[src/design/card_ctl_pkg.sv]
/*
  Shared constants and types for the card control-pin ends.
  Assumes one 200 MHz clock on each end and an interface file that joins them.
*/
package card_ctl_pkg;

  // Interface modes of the card
  typedef enum logic [1:0] {
    card_memory_mode,
    card_io_mode,
    direct_ata_mode
  } card_mode_t;

  localparam int unsigned CLK_MHZ = 200;

  // Power-up / reset initialisation time
  localparam int unsigned INIT_TIME_NS = 1000;
  localparam int unsigned INIT_CYCLES = (INIT_TIME_NS * CLK_MHZ) / 1000;
  localparam int unsigned INIT_CNT_W = 16;

  // Least strobe low time the host gives, and its cycle count
  localparam int unsigned STROBE_TIME_NS = 40;
  localparam int unsigned STROBE_CYCLES =
    (STROBE_TIME_NS * CLK_MHZ + 999) / 1000;

  // Host reset pulse width
  localparam int unsigned HRESET_TIME_NS = 100;
  localparam int unsigned HRESET_CYCLES =
    (HRESET_TIME_NS * CLK_MHZ + 999) / 1000;

  // Cycles the card stretches each accepted write
  localparam int unsigned STRETCH_CYCLES = 4;

  // Cycles before a card stretch can reach the host: card filter, edge
  // detect and host filter in turn. A shorter strobe would end the cycle
  // before the host could ever see the card ask for a wait.
  localparam int unsigned WAIT_SETTLE_CYCLES = 10;
  localparam int unsigned STROBE_LOW_CYCLES =
    (STROBE_CYCLES > WAIT_SETTLE_CYCLES) ? STROBE_CYCLES : WAIT_SETTLE_CYCLES;

  // Soft reset bit position in the configuration option register
  localparam int unsigned SOFT_RESET_BIT = 7;

  localparam logic [7:0] DATA_RESET = 8'h00;

endpackage

[src/design/card_ctl_if.sv]
/*
  Control-pin carrier between the host end and the card end.
  Assumes the testbench resolves floating or tied pins itself.
*/
`timescale 1ns/10ps
interface card_ctl_if;
  import card_ctl_pkg::*;

  logic reset_pin;         // High = reset (card modes), low = reset (ATA)
  logic write_strobe_n;    // Host write strobe
  logic cfg_space;         // High: write targets configuration registers
  logic [7:0] data;        // Host write data
  logic stretch_n;         // Cycle stretch / IORDY, low = wait
  logic wp_n;              // Write protect / port width / word select
  logic voltage_sense_primary_n;
  logic voltage_sense_secondary_n_o;
  logic voltage_sense_secondary_n_oe;
  logic ready;             // High = card ready

  modport card (
    input reset_pin, write_strobe_n, cfg_space, data,
    output stretch_n, wp_n, voltage_sense_primary_n,
    output voltage_sense_secondary_n_o, voltage_sense_secondary_n_oe,
    output ready
  );

  modport host (
    output reset_pin, write_strobe_n, cfg_space, data,
    input stretch_n, wp_n, voltage_sense_primary_n, ready
  );
endinterface

[src/design/card_ctl_card.sv]
/*
  Card end: reset handling, write strobe capture, shared output pins.
  Also holds pin_sync, the pin filter that both ends use.
  Assumes host pins are asynchronous to mclk_i; the mode comes from the
  surrounding card logic on mclk_i.
*/
`timescale 1ns/10ps
module card_ctl_card
  import card_ctl_pkg::*;
(
  input wire logic mclk_i,
  input wire logic reset_n_i,
  input card_mode_t mode_i,
  input wire logic port_is_16_i,
  input wire logic word_cycle_i,
  input wire logic stretch_req_i,
  output logic [7:0] data_reg_o,
  output logic [7:0] cfg_reg_o,
  output logic data_wr_o,
  output logic cfg_wr_o,
  output logic card_reset_o,
  card_ctl_if.card bus
);

  card_mode_t last_mode;
  logic rst_seen;
  logic we_seen_n;
  logic we_prev_n;
  logic armed;
  logic init_busy;
  logic [INIT_CNT_W-1:0] init_cnt;
  logic [2:0] stretch_cnt;

  wire is_ata = (mode_i == direct_ata_mode);
  wire is_mem = (mode_i == card_memory_mode);
  wire is_io = (mode_i == card_io_mode);
  // Reset request level depends on the mode
  wire rst_req = is_ata ? !rst_seen : rst_seen;
  // A mode change into or out of ATA flips the reset pin's polarity; the stale filtered
  // level must not be taken as a reset request in that cycle
  wire mode_moved = (mode_i != last_mode);
  // A reset held since power-up is ignored until first released
  wire hw_reset = rst_req && armed && !mode_moved;
  wire soft_reset = cfg_reg_o[SOFT_RESET_BIT];
  wire any_reset = hw_reset || soft_reset;
  wire we_rise = !we_prev_n && we_seen_n && !is_ata;
  wire take_data = we_rise && is_mem && !bus.cfg_space;
  wire take_cfg = we_rise && bus.cfg_space && (is_mem || is_io);
  wire stretching = (stretch_cnt != 3'h0) || stretch_req_i;

  // Pin function picked from the active mode
  assign bus.stretch_n = !stretching;
  assign bus.wp_n = is_mem ? init_busy :
                    is_io ? !port_is_16_i :
                    !word_cycle_i;
  assign bus.voltage_sense_primary_n = 1'b0;
  assign bus.voltage_sense_secondary_n_o = 1'b0;
  assign bus.voltage_sense_secondary_n_oe = 1'b0;
  assign bus.ready = !init_busy;
  assign card_reset_o = init_busy;

  // Host reset and write strobe pins cross into mclk_i through the shared filter
  pin_sync #(.IDLE(1'b0)) i_pin_sync_rst (
    .mclk_i(mclk_i),
    .reset_n_i(reset_n_i),
    .pin_i(bus.reset_pin),
    .level_o(rst_seen)
  );

  pin_sync #(.IDLE(1'b1)) i_pin_sync_we (
    .mclk_i(mclk_i),
    .reset_n_i(reset_n_i),
    .pin_i(bus.write_strobe_n),
    .level_o(we_seen_n)
  );

  // Previous filtered strobe level, for edge detection
  always_ff @(posedge mclk_i or negedge reset_n_i) begin
    if (!reset_n_i) begin
      we_prev_n <= 1'b1;
    end else begin
      we_prev_n <= we_seen_n;
    end
  end

  // Mode of the previous cycle; a change disarms the hardware reset
  always_ff @(posedge mclk_i or negedge reset_n_i) begin
    if (!reset_n_i) begin
      last_mode <= card_memory_mode;
    end else begin
      last_mode <= mode_i;
    end
  end

  // Arm the hardware reset only after the pin has been seen inactive,
  // so a pin left floating or high cannot hold the card forever
  always_ff @(posedge mclk_i or negedge reset_n_i) begin
    if (!reset_n_i) begin
      armed <= 1'b0;
    end else if (mode_moved) begin
      // Wait for the pin to be seen inactive under the new polarity
      armed <= 1'b0;
    end else if (!init_busy && !rst_req) begin
      armed <= 1'b1;
    end
  end

  // Initialisation timer; restarted by any reset, runs once at power-up
  always_ff @(posedge mclk_i or negedge reset_n_i) begin
    if (!reset_n_i) begin
      init_busy <= 1'b1;
      init_cnt <= INIT_CNT_W'(INIT_CYCLES);
    end else if (any_reset) begin
      init_busy <= 1'b1;
      init_cnt <= INIT_CNT_W'(INIT_CYCLES);
    end else if (init_cnt != '0) begin
      init_cnt <= init_cnt - 1'b1;
    end else begin
      init_busy <= 1'b0;
    end
  end

  // Register writes; soft reset clears the configuration register too
  always_ff @(posedge mclk_i or negedge reset_n_i) begin
    if (!reset_n_i) begin
      data_reg_o <= DATA_RESET;
      cfg_reg_o <= DATA_RESET;
      data_wr_o <= 1'b0;
      cfg_wr_o <= 1'b0;
    end else begin
      data_wr_o <= take_data && !init_busy;
      cfg_wr_o <= take_cfg && !init_busy;
      if (any_reset) begin
        data_reg_o <= DATA_RESET;
        cfg_reg_o <= DATA_RESET;
      end else if (!init_busy) begin
        if (take_data) begin
          data_reg_o <= bus.data;
        end
        if (take_cfg) begin
          cfg_reg_o <= bus.data;
        end
      end
    end
  end

  // Stretch every strobe falling edge outside ATA mode for a fixed count; stretch_req_i
  // lets the card logic hold the host off for longer when it must
  always_ff @(posedge mclk_i or negedge reset_n_i) begin
    if (!reset_n_i) begin
      stretch_cnt <= 3'h0;
    end else if (we_prev_n && !we_seen_n && !is_ata) begin
      stretch_cnt <= 3'(STRETCH_CYCLES);
    end else if (stretch_cnt != 3'h0) begin
      stretch_cnt <= stretch_cnt - 3'h1;
    end
  end

endmodule // card_ctl_card

// Three-flop pin filter shared by both ends. A new level is taken only
// when the second and third stages agree, so a pulse of one clock never
// passes; the price is one more cycle of latency than a bare synchroniser
module pin_sync
  import card_ctl_pkg::*;
#(
  parameter logic IDLE = 1'b0
) (
  input wire logic mclk_i,
  input wire logic reset_n_i,
  input wire logic pin_i,
  output logic level_o
);

  logic [2:0] stages;

  // Only the second and third flops are read outside the chain
  wire agree = (stages[1] == stages[2]);

  // Reset to the pin's idle level so no false edge follows reset
  always_ff @(posedge mclk_i or negedge reset_n_i) begin
    if (!reset_n_i) begin
      stages <= {3{IDLE}};
      level_o <= IDLE;
    end else begin
      stages <= {stages[1:0], pin_i};
      if (agree) begin
        level_o <= stages[2];
      end
    end
  end

endmodule // pin_sync

[src/flat_wrapper.sv]
// flat-port wrapper written by rule: the top's interface ports become plain ports
module card_ctl_card_flat import card_ctl_pkg::*;
  (mclk_i, reset_n_i, mode_i, port_is_16_i, word_cycle_i, stretch_req_i, data_reg_o, cfg_reg_o, data_wr_o, cfg_wr_o, card_reset_o, bus_reset_pin, bus_write_strobe_n, bus_cfg_space, bus_data, bus_stretch_n, bus_wp_n, bus_voltage_sense_primary_n, bus_voltage_sense_secondary_n_o, bus_voltage_sense_secondary_n_oe, bus_ready);
  card_ctl_if bus_i ();
  input wire logic mclk_i;
  input wire logic reset_n_i;
  input card_mode_t mode_i;
  input wire logic port_is_16_i;
  input wire logic word_cycle_i;
  input wire logic stretch_req_i;
  output logic [7:0] data_reg_o;
  output logic [7:0] cfg_reg_o;
  output logic data_wr_o;
  output logic cfg_wr_o;
  output logic card_reset_o;
  input wire logic [$bits(bus_i.reset_pin)-1:0] bus_reset_pin;
  input wire logic [$bits(bus_i.write_strobe_n)-1:0] bus_write_strobe_n;
  input wire logic [$bits(bus_i.cfg_space)-1:0] bus_cfg_space;
  input wire logic [$bits(bus_i.data)-1:0] bus_data;
  output wire logic [$bits(bus_i.stretch_n)-1:0] bus_stretch_n;
  output wire logic [$bits(bus_i.wp_n)-1:0] bus_wp_n;
  output wire logic [$bits(bus_i.voltage_sense_primary_n)-1:0] bus_voltage_sense_primary_n;
  output wire logic [$bits(bus_i.voltage_sense_secondary_n_o)-1:0] bus_voltage_sense_secondary_n_o;
  output wire logic [$bits(bus_i.voltage_sense_secondary_n_oe)-1:0] bus_voltage_sense_secondary_n_oe;
  output wire logic [$bits(bus_i.ready)-1:0] bus_ready;
  assign bus_i.reset_pin = bus_reset_pin;
  assign bus_i.write_strobe_n = bus_write_strobe_n;
  assign bus_i.cfg_space = bus_cfg_space;
  assign bus_i.data = bus_data;
  assign bus_stretch_n = bus_i.stretch_n;
  assign bus_wp_n = bus_i.wp_n;
  assign bus_voltage_sense_primary_n = bus_i.voltage_sense_primary_n;
  assign bus_voltage_sense_secondary_n_o = bus_i.voltage_sense_secondary_n_o;
  assign bus_voltage_sense_secondary_n_oe = bus_i.voltage_sense_secondary_n_oe;
  assign bus_ready = bus_i.ready;
  card_ctl_card u_core (.mclk_i(mclk_i), .reset_n_i(reset_n_i), .mode_i(mode_i), .port_is_16_i(port_is_16_i), .word_cycle_i(word_cycle_i), .stretch_req_i(stretch_req_i), .data_reg_o(data_reg_o), .cfg_reg_o(cfg_reg_o), .data_wr_o(data_wr_o), .cfg_wr_o(cfg_wr_o), .card_reset_o(card_reset_o), .bus(bus_i));
endmodule
[config.mk]
export PLATFORM = sky130hd
export DESIGN_NAME = card_ctl_card_flat
export DESIGN_NICKNAME = d
export VERILOG_FILES = /design/src/design/card_ctl_pkg.sv /design/src/design/card_ctl_if.sv /design/src/design/card_ctl_card.sv /design/src/flat_wrapper.sv
export SDC_FILE = /design/constraint.sdc
export NUM_CORES = 1
export LEC_CHECK = 0
export ABC_AREA = 1
export ABC_CLOCK_PERIOD_IN_PS = 2100
export CORE_MARGIN = 4
export CORE_UTILIZATION = 45
export CTS_CLUSTER_DIAMETER = 40
export DETAILED_ROUTE_END_ITERATION = 8
export DONT_BUFFER_PORTS = 1
export GPL_TIMING_DRIVEN = 0
export RECOVER_POWER = 25
export SLEW_MARGIN = 20
export SYNTH_ARGS = -nofsm -noshare
export SYNTH_HDL_FRONTEND = slang
export SYNTH_SLANG_ARGS = --single-unit
[constraint.sdc]
create_clock -name mclk_i -period 2.1 [get_ports mclk_i]
set_clock_uncertainty 0.15 [all_clocks]
set_input_delay 0.105 -clock mclk_i [delete_from_list [all_inputs] [get_ports mclk_i]]
set_output_delay 0.105 -clock mclk_i [all_outputs]
set_load 0.01 [all_outputs]
**Word-level counts from Yosys, hierarchy flattened**

Cells that the tools add are included.

- $add $sub $neg: 2
- Equal/unequal tests: 7
- Multiplexer cells: 17
- Reductions and logical operators: 37

Operators by type and width:

| kind | number |
|---|---|
| $mux 8 | 6 |
| $mux 16 | 2 |
| $reduce_bool 16->1 | 1 |
| $sub 16x1->16 const B | 1 |
| $logic_and 1x1->1 | 13 |
| $logic_not 1->1 | 11 |
| $reduce_bool 2->1 | 5 |
| $mux 1 | 7 |
| $mux 3 | 2 |
| $reduce_and 2->1 | 2 |
| $logic_or 1x1->1 | 3 |
| $reduce_bool 3->1 | 1 |
| $sub 3x1->3 const B | 1 |
| $eq 1x1->1 | 2 |
| $eq 2x1->1 const B | 1 |
| $eq 2x2->1 const B | 1 |
| $logic_not 2->1 | 1 |
| $ne 2x1->1 const B | 1 |
| $ne 2x2->1 | 1 |
| $ne 2x2->1 const B | 1 |

- Bits in registers: 50
- Input port bits: 18
- Output and inout port bits: 25
- Logic and storage cells: 77

**Depth between registers and ports, before layout**

Gate-level depths: netlist of the first run.

- Depth in word-level cells: 8
- Gate-level depth with buffers: 9
- Mapped depth without buffers: 9

**Cells and area by module**

A second synthesis of the first run with hierarchy kept.

- Cell total of the unflattened synthesis: 304
- Area total of the unflattened synthesis: 2462.4 um2

By module, submodules not included:

| module | instances | cells each | area each (um2) | seq. area each (um2) |
|---|---|---|---|---|
| card_ctl_card | 1 | 288 | 2224.6 | 1057.3 |
| pin_sync at u_core.i_pin_sync_we | 1 | 8 | 121.4 | 105.1 |
| pin_sync at u_core.i_pin_sync_rst | 1 | 8 | 116.4 | 100.1 |

**Least setup slack after synthesis of the first run**

OpenSTA, ideal clock, no wires.

- Path type: register to register
- Start point: reg u_core.init_cnt[0]
- End point: reg u_core.init_cnt[0]
- Library setup time: 66 ps
- Data arrival time: 1349 ps
- Required time: 1884 ps
- Slack: 535 ps
- Stages on the path, launching flop included: 10
- Buffers on the path: 1
- Clock period less this slack: 1565 ps
- Cells stage by stage: dfrtp_1 > inv_1 > ha_1 > nand2_2 > nor2_4 > nand2_4 > clkinv_1 > buf_6 > nand4_1 > nand2_1

- Longest elaborated chain between the ends: 3
- Elaborated cells on any way between the ends: 5
- Those cells by class: 1 x add/sub; 2 x mux; 2 x reduce/logical

Ends and longest elaborated chain:

| item | RTL line | source |
|---|---|---|
| from (decl) | card_ctl_card.sv:31 | `logic [INIT_CNT_W-1:0] init_cnt;` |
| from (signal assigned) | card_ctl_card.sv:112 | `init_cnt <= INIT_CNT_W'(INIT_CYCLES);` |
| from (signal assigned) | card_ctl_card.sv:115 | `init_cnt <= INIT_CNT_W'(INIT_CYCLES);` |
| from (signal assigned) | card_ctl_card.sv:117 | `init_cnt <= init_cnt - 1'b1;` |
| $sub 16x1->16 | card_ctl_card.sv:117 |  |
| $mux 16 | card_ctl_card.sv:116 | `end else if (init_cnt != '0) begin` |
| $mux 16 | card_ctl_card.sv:113 | `end else if (any_reset) begin` |

Parallel ways exist; a longest one is shown, timed or not. The select of a mux whose other input is x is not followed.
A chain may end at the register's enable or synchronous reset.

**Worst setup path after layout of the first run**

- Start point: reg u_core.init_cnt[0]
- End point: reg u_core.init_cnt[1]

The elaborated chain is that of the path after synthesis.

==> results.toml, run 1 <==
[status]
outcome = "finished clean"

[yosys]
synth_edf_count = 0
ys_seq_elements = 50
ys_seq_area_frac = 0.507
synth_top_area_cell = "dfrtp_1"
ys_types = 31
synth_top_area_share = 0.412
avgSynthCellArea_sq_um = 8.80
synth.cells.most_frequent = "nand2_1, dfrtp_1, nand4_1, inv_1, nor2_1"
yosysWarnings = 0
synth-async-reset-ratio = 1.00
yosysMostFrequentCell = "nand2_1"
synth_area_leaders = "dfrtp_1, nand2_1, dfstp_2"
synth_area_sq_um = 2490
syn_inst = 283
ys.flop_type = "dfrtp_1"

[timing]
rsz0062_at_grt = "false"
fin_crit_sh = 0.856
worstMarginPinSlew_ps = 1250
max_freq_mhz = 556
layout_min_cycle_time_ps = 1800
hold_slack_ps = 110
hold_violations = 0
drv_slew = 0
relSlewSlack = 0.170
tns_ps = 0
setup_violations = 0

[floorplan]
rows = 26
pin_count = 43
die-area_sq_um = 6790
die_y_um = 82.4
fp.coreArea_sq_um = 5240
initial_core_util = 0.475
die_x_um = 82.4

[clock_tree]
post_cts_buffers = 0
cts_tree = "done"
clk_path_buf_depth = 2
clk_pin_slew_ps = 100
clock_latency_ps = 300
cts.sinks = 50
cts_resized = 0
htree_levels = 2
holdBufCountCts = 15
cts_root_buf = "clkbuf_8"
numCtsBuffers = 5

[power_and_ir_drop]
peakVddDrop_v = 0.000412
cellPowerDensity_nw_per_um2 = 675
p_leak_nw = 1.41

[critical_path]
cp_max_fo = 10
cp_data_required_time_ps = 2200
arrival_ps = 1900
endpoint_kind = "flop"
r2r_start = "u_core.init_cnt[0]"
r2r-end = "u_core.init_cnt[1]"
setup.worst_path.start_class = "flop"
r2r_setup_slack_ps = 300
rr_worst_depth = 9
path_class = "reg -> reg"
timing.critical_path.from = "u_core.init_cnt[0]"

[cells_and_area]
n_antenna_cell = 0
drive_gt1_frac = 0.159
syn2layout_area_growth_pct = 14.3
layout.nets = 328

[placement]
gp_congestion = 0.779
port_buffers = 0
detailed_place_hpwl_um = 3590

[routing]
via_per_inst = 5.03
wirelength_um = 5230
wire_per_inst_um = 13.8
drt_iter0_drc = 84
drtAntennaViolNets = 0
first_pass_iters = 4
route.vias.total = 1900
drc = 0

[min_path]
worstHoldStart = "stretch_req_i"
min_path_type = "in -> out"
holdPathStages = 1
hold_end = "bus_stretch_n"

[global_route]
grt_pass1_vias = 1977
gr-total-overflow = 0
antenna_found_initial = 0
grt_pass1_wl_um = 9130
grt_max_degree = 51
grtUsageTotal = 0.176

[run]
drv_cap = 0
logic make-up (layout without fill, tap and decap cells):
| group | Yosys count | in the layout | synth area share |
|---|---|---|---|
| flops | 50 | 50 | 0.507 |
| other cells | 1 | 3 | 0.00151 |
| compound gates | 15 | 15 | 0.0317 |
| buf+inv | 43 | 66 | 0.0819 |
| xor+xnor | 7 | 7 | 0.0246 |
| simple gates | 162 | 162 | 0.330 |
| fa+ha+maj | 5 | 5 | 0.0231 |
worst max path at each step:
stage,cells past startpoint,endpoint
finish,9,u_core.init_cnt[1]
global route,9,u_core.init_cnt[1]
CTS,9,u_core.init_cnt[0]
detailed placement,9,u_core.init_cnt[0]
global placement,9,u_core.init_cnt[0]
floorplan,9,u_core.init_cnt[0]
routing by layer:
metal / vias to the layer above / routed length, um / global-route usage
met4: 0 / 82 / 0.0698
li1: 967 / - / -
met2: 31 / 2500 / 0.289
met3: 6 / 220 / 0.0380
met5: - / 0 / 0
met1: 896 / 2430 / 0.226
layout by cell type (no fill, tap or decap), types with 4 or more instances in the layout:
cell type	count
xor2_1	4
nand2_1	70
inv_1	28
nor3_2	5
nand3_1	7
nor2_4	4
dfrtp_1	41
o21ai_0	10
nor2_2	5
buf_6	4
dfstp_2	9
clkbuf_8	5
nor2_1	28
nand4_1	34
dlygate4sd3_1	14
power breakdown:
part / total [mW] / internal, mW / leakage [nW] / switching [mW]
clock: 0.705 / 0.362 / 0.0587 / 0.343
sequential: 1.04 / 1.01 / 0.626 / 0.0261
combinational: 0.179 / 0.0719 / 0.725 / 0.107
state kept, by name, summed over array words and instances, names as in the netlist:
signal / cells
u_core.cfg_reg_o: 8
u_core.stretch_cnt: 3
u_core.i_pin_sync_we.stages: 3
u_core.card_reset_o: 1
u_core.armed: 1
u_core.i_pin_sync_we.level_o: 1
u_core.data_reg_o: 8
u_core.i_pin_sync_rst.stages: 3
u_core.data_wr_o: 1
u_core.cfg_wr_o: 1
u_core.i_pin_sync_rst.level_o: 1
u_core.last_mode: 2
u_core.init_cnt: 16
u_core.we_prev_n: 1
final cells by class:
type,count,area (sq um)
clock buffers,5,68.8
multi-input cells,192,1030
plain buffers,10,80.1
inverters,33,124
well taps,70,87.6
flip-flops and latches,50,1260
fillers,477,2390
clock inverters,3,47.5
repair buffers,15,145
worst max-delay path, stage by stage, from the launching register on:
cell and delay (ps):
dfrtp_1 390, inv_1 140, ha_1 250, nand2_2 110
nor2_4 170, nand2_4 100, clkinv_1 100, buf_6 170
nand4_1 100, nand2_1 60
through the flow:
stage,setup slack (ps),cells,cell area [sq um],util,power [mW]
6_report,302,378,2850,0.543,1.92
3_3_place_gp,332,355,2580,0.494,1.19
5_1_grt,133,378,2850,0.543,2.02
4_1_cts,280,378,2870,0.548,1.96
3_5_place_dp,299,355,2580,0.494,1.20
2_1_floorplan,535,285,2500,-,1.17
(Power assumes the default switching activity.)
==> run 2, diff against run 1 <==
--- a/config.mk
+++ b/config.mk
@@ -11,2 +11,3 @@
 export CORE_UTILIZATION = 45
+export CTS_BUF_LIST = sky130_fd_sc_hd__clkbuf_8
 export CTS_CLUSTER_DIAMETER = 40
--- a/constraint.sdc
+++ b/constraint.sdc
@@ -4,2 +4,2 @@
 set_output_delay 0.105 -clock mclk_i [all_outputs]
-set_load 0.01 [all_outputs]
+set_load 0.05 [all_outputs]
==> run 2 against run 1 <==
Compared with the run above:
- hold slack gained 74 ps
- die area unchanged
- maximum frequency down 9.7%
- sequential share of layout area about the same
- sequential power barely moved
- utilization is 0.096 points higher
- non-clock buffer count is the same
- final cell count did not move
- critical path type is now reg -> out
- critical endpoint is now bus_stretch_n
==> results.toml, run 2 (synthesized netlist as in run 1, its figures left out) <==
[status]
outcome = "finished clean"

[routing]
route.met3.wl_um = 233
drc = 0
via_per_inst = 5.08
routed-wl-met2_um = 2500
wl_met1_um = 2420
drt_iter0_drc = 86
top_layer = "met4"
wirelength_um = 5230
drtAntennaViolNets = 0
first_pass_iters = 4
route.vias.total = 1922
wire_per_inst_um = 13.8

[cells_and_area]
layout.nets = 328
layout.cells.non_filler = 378
finish.utilization = 0.544
top_regs = "u_core.init_cnt: 16 flops, u_core.cfg_reg_o: 8 flops, u_core.data_reg_o: 8 flops"
largest_reg_flops = 16
drive_gt1_frac = 0.166
syn2layout_area_growth_pct = 14.5
final_cell_mix = "nand2_1, dfrtp_1, nand4_1, inv_1, nor2_1"
final_common_cell = "nand2_1"
regMostFlops = "u_core.init_cnt"
finalInstanceArea_sq_um = 2850
n_antenna_cell = 0

[run]
drv_cap = 0

[clock_tree]
clk_pin_slew_ps = 100
htree_levels = 2
cts.sinks = 50
cts_tree = "done"
cts_root_buf = "clkbuf_8"
clk_path_buf_depth = 2
clock_latency_ps = 300
numCtsBuffers = 5

[timing]
final.setup.worst_slack_ps = 110
setup_violations = 0
worstMarginPinSlew_ps = 1240
hold_violations = 0
hold_slack_ps = 185
layout_min_cycle_time_ps = 1990
fin_crit_sh = 0.948
rsz0062_at_grt = "false"
max_freq_mhz = 502
drv_slew = 0
relSlewSlack = 0.173
tns_ps = 0

[placement]
dp.cells = 355
port_buffers = 0
placed_area_sq_um = 2580
detailed_place_hpwl_um = 3590
dp_slack_ps = 143
gp_congestion = 0.779

[critical_path]
setup.worst_path.start_class = "flop"
arrival_ps = 1740
r2r-end = "u_core.init_cnt[0]"
timing.critical_path.from = "u_core.stretch_cnt[0]"
cp_data_required_time_ps = 1850
rr_worst_depth = 9
endpoint_kind = "primary output"
r2r_setup_slack_ps = 300
path_class = "reg -> out"
r2r_start = "u_core.init_cnt[0]"
crit_end = "bus_stretch_n"
cp_max_fo = 6

[power_and_ir_drop]
peakVddDrop_v = 0.000411
cellPowerDensity_nw_per_um2 = 683
power.total_mw = 1.95
p_leak_nw = 1.41

[global_route]
grt_max_degree = 51
grt_pass1_vias = 1977
gr-total-overflow = 0
grtUsageTotal = 0.176
antenna_found_initial = 0
grt_pass1_wl_um = 9130

[floorplan]
die-area_sq_um = 6790
die_y_um = 82.4
initial_core_util = 0.475
pin_count = 43
die_x_um = 82.4
rows = 26
fp.coreArea_sq_um = 5240

[min_path]
min_path_type = "in -> reg"
==> run 2: cell count changes in the layout (fill, tap and decap cells not counted) <==
cell	before	now
dfrtp_1	41	40
dfrtp_2	0	1
o21ai_0	10	9
o21ai_2	0	1
==> run 2: worst min path at each step <==
stage                     slack, ps          startpoint                             end  cells after the start
after floorplan                -340           reset_n_i                    u_core.armed                      0
after global placement         -340           reset_n_i           u_core.stretch_cnt[2]                      0
after detailed placement       -340           reset_n_i           u_core.stretch_cnt[1]                      0
after CTS                       160           reset_n_i           u_core.stretch_cnt[1]                      2
after global routing            190  bus_write_strobe_n  u_core.i_pin_sync_we.stages[0]                      1
final                           180  bus_write_strobe_n  u_core.i_pin_sync_we.stages[0]                      1
==> run 2: per-layer routing <==
metal  GRT usage  vias to the layer above
met1       0.226                      912
met3      0.0380                        6
met4      0.0698                        0
met5           0                        -
li1            -                      965
met2       0.289                       39
==> run 2: timing repair <==
action / in CTS / in global routing
setup endpoints to repair: 0 / 3
gates resized for setup: 0 / 2
hold endpoints to repair: 74 / 0
setup buffers: 0 / 0
hold buffers: 15 / 0
==> run 2: power by group <==
part,total (mW),leakage [nW],switching (mW),internal (mW)
clock,0.704,0.0587,0.342,0.362
sequential,1.04,0.624,0.0261,1.01
combinational,0.207,0.726,0.134,0.0726
==> run 2: critical path: stages (launching register included) <==
cell and delay (ps):
dfrtp_1 400, inv_1 80, ha_1 140, nand2_1 120
nor2_1 690
==> run 2: final cells by class <==
class	instances	area [sq um]
multi-input combinational	192	1030
sequential	50	1260
inverter	33	124
clock inverter	3	47.5
timing repair buffer	15	145
clock buffer	5	68.8
fill	478	2390
tap	70	87.6
buffer	10	80.1
==> run 3, diff against run 2 <==
Settings changed: PLACE_DENSITY set to 0.7, RECOVER_POWER 25 to unset.
==> run 3 against run 2 <==
Compared with the run above:
- count of clock-buffer cells in the layout unchanged
- register-to-register slack worse by 180 ps
- critical endpoint is now u_core.data_reg_o[4]
- clock power down 15%
- die area is the same
- via count grew 2.9%
==> results.toml, run 3 (synthesized netlist as in run 1, its figures left out) <==
[clock_tree]
htree_levels = 2
cts_tree = "done"
clk_pin_slew_ps = 90
post_cts_buffers = 0
numCtsBuffers = 5
clock_latency_ps = 310
cts_root_buf = "clkbuf_8"
cts.sinks = 50
clk_path_buf_depth = 2

[power_and_ir_drop]
peakVddDrop_v = 0.000567
switching_share = 0.279
p_sw_mw = 0.518
clock_power_share = 0.322
p_int_mw = 1.34
p_leak_nw = 1.41
cellPowerDensity_nw_per_um2 = 650
combPwrFrac = 0.118
seqPwrFrac = 0.560

[timing]
final.setup.worst_slack_ps = 118
drv_slew = 0
relSlewSlack = 0.612
hold_violations = 0
layout_min_cycle_time_ps = 1980
setup_violations = 0
tns_ps = 0
rsz0062_at_grt = "false"
fin_crit_sh = 0.944
max_freq_mhz = 505
worstMarginPinSlew_ps = 582

[cells_and_area]
finalInstanceArea_sq_um = 2850
largest_reg_flops = 16
drive_gt1_frac = 0.166
area.sequential_sq_um = 1260
n_fill_cell = 487
final_common_cell = "nand2_1"
multi_input_area_sq_um = 1040
n_antenna_cell = 0
regMostFlops = "u_core.init_cnt"
syn2layout_area_growth_pct = 14.6
top_regs = "u_core.init_cnt: 16 flops, u_core.cfg_reg_o: 8 flops, u_core.data_reg_o: 8 flops"
layout.nets = 328
final_cell_mix = "nand2_1, dfrtp_1, nand4_1, inv_1, nor2_1"

[floorplan]
die_x_um = 82.4
rows = 26
initial_core_util = 0.475
fp.coreArea_sq_um = 5240
die_y_um = 82.4
pin_count = 43
die-area_sq_um = 6790

[global_route]
grt_max_degree = 51
grt_pass1_vias = 1978
grt_pass1_wl_um = 9100
gr-total-overflow = 0
antenna_found_initial = 0
grtUsageTotal = 0.173

[critical_path]
arrival_ps = 2030
rr_worst_depth = 4
r2r_start = "u_core.cfg_reg_o[7]"
r2r_setup_slack_ps = 120
cp_data_required_time_ps = 2150
crit_end = "u_core.data_reg_o[4]"
r2r-end = "u_core.data_reg_o[4]"
endpoint_kind = "flop"
setup.worst_path.start_class = "flop"
timing.critical_path.from = "u_core.cfg_reg_o[7]"
slowest_stage = "dfrtp_1"
cp_max_fo = 10
path_class = "reg -> reg"
critPathMaxStageDelay_ps = 720
crit_chain = "clkinv_1 -> clkbuf_1 -> nand4_1 -> nand2_1"

[routing]
drt_iter0_drc = 92
drtAntennaViolNets = 0
via_per_inst = 5.23
wire_per_inst_um = 13.5
route.met3.wl_um = 330
first_pass_iters = 4
routed-wl-met2_um = 2480
wl_met1_um = 2240
drc = 0
top_layer = "met4"
route.vias.total = 1978
wirelength_um = 5110

[min_path]
min_path_type = "in -> async"

[placement]
detailed_place_hpwl_um = 3550
port_buffers = 0
dp_slack_ps = 157
placed_area_sq_um = 2580
gp_congestion = 0.851

[run]
drv_cap = 0

[status]
outcome = "finished clean"
run 3: cell types whose count changed in the layout (fill, tap and decap cells not counted), sizes merged:
cell and delta:
buf +1, bufinv -1, inv +1, clkbuf -1
run 3: critical path, delay by kind of cell (launching register included):
kind,cells,cell delay [ps]
simple gates,2,270
buf+inv,2,730
flops,1,720
run 3: repair_timing:
action                                  CTS  global route
endpoints found under the setup margin    1             1
resized for setup                         1             1
hold buffers                             15             0
hold endpoints to repair                 74             0
run 3: metrics by stage:
step	cells	power, mW	hold WS [ps]	utilization
4_1_cts	378	1.87	164	0.544
3_3_place_gp	355	1.21	-338	0.494
5_1_grt	378	1.97	161	0.545
6_report	378	1.86	147	0.545
2_1_floorplan	285	1.20	-341	-
3_5_place_dp	355	1.22	-338	0.494
run 3: layout make-up:
| type | instances | share of cell area |
|---|---|---|
| Inverter | 33 | 0.0434 |
| Timing Repair Buffer | 15 | 0.0587 |
| Clock buffer | 5 | 0.0241 |
| Sequential cell | 50 | 0.442 |
| Clock inverter | 3 | 0.00921 |
| Buffer | 10 | 0.0281 |
| Tap cell | 70 | 0.0307 |
| Multi-Input combinational cell | 192 | 0.363 |
run 3: worst min path at each step:
stage | endpoint | from | cells after the start
2_1_floorplan | u_core.armed | reset_n_i | 0
3_3_place_gp | u_core.stretch_cnt[2] | reset_n_i | 0
3_5_place_dp | u_core.stretch_cnt[2] | reset_n_i | 0
4_1_cts | u_core.last_mode[1] | reset_n_i | 2
5_1_grt | u_core.last_mode[1] | reset_n_i | 2
6_report | u_core.stretch_cnt[2] | reset_n_i | 2
run 3: power groups by stage:
| stage | Clock, mW | Combinational [mW] | Sequential (mW) |
|---|---|---|---|
| floorplan | 0 | 0.145 | 1.05 |
| global placement | 0 | 0.156 | 1.05 |
| detailed placement | 0 | 0.167 | 1.06 |
| CTS | 0.614 | 0.218 | 1.04 |
| global route | 0.664 | 0.258 | 1.04 |
| finish | 0.597 | 0.219 | 1.04 |
run 3: layer usage:
metal	GRT usage	vias to the layer above
met5	0.0167	-
met4	0.0565	0
met3	0.0488	7
met2	0.280	54
met1	0.222	948
li1	-	969
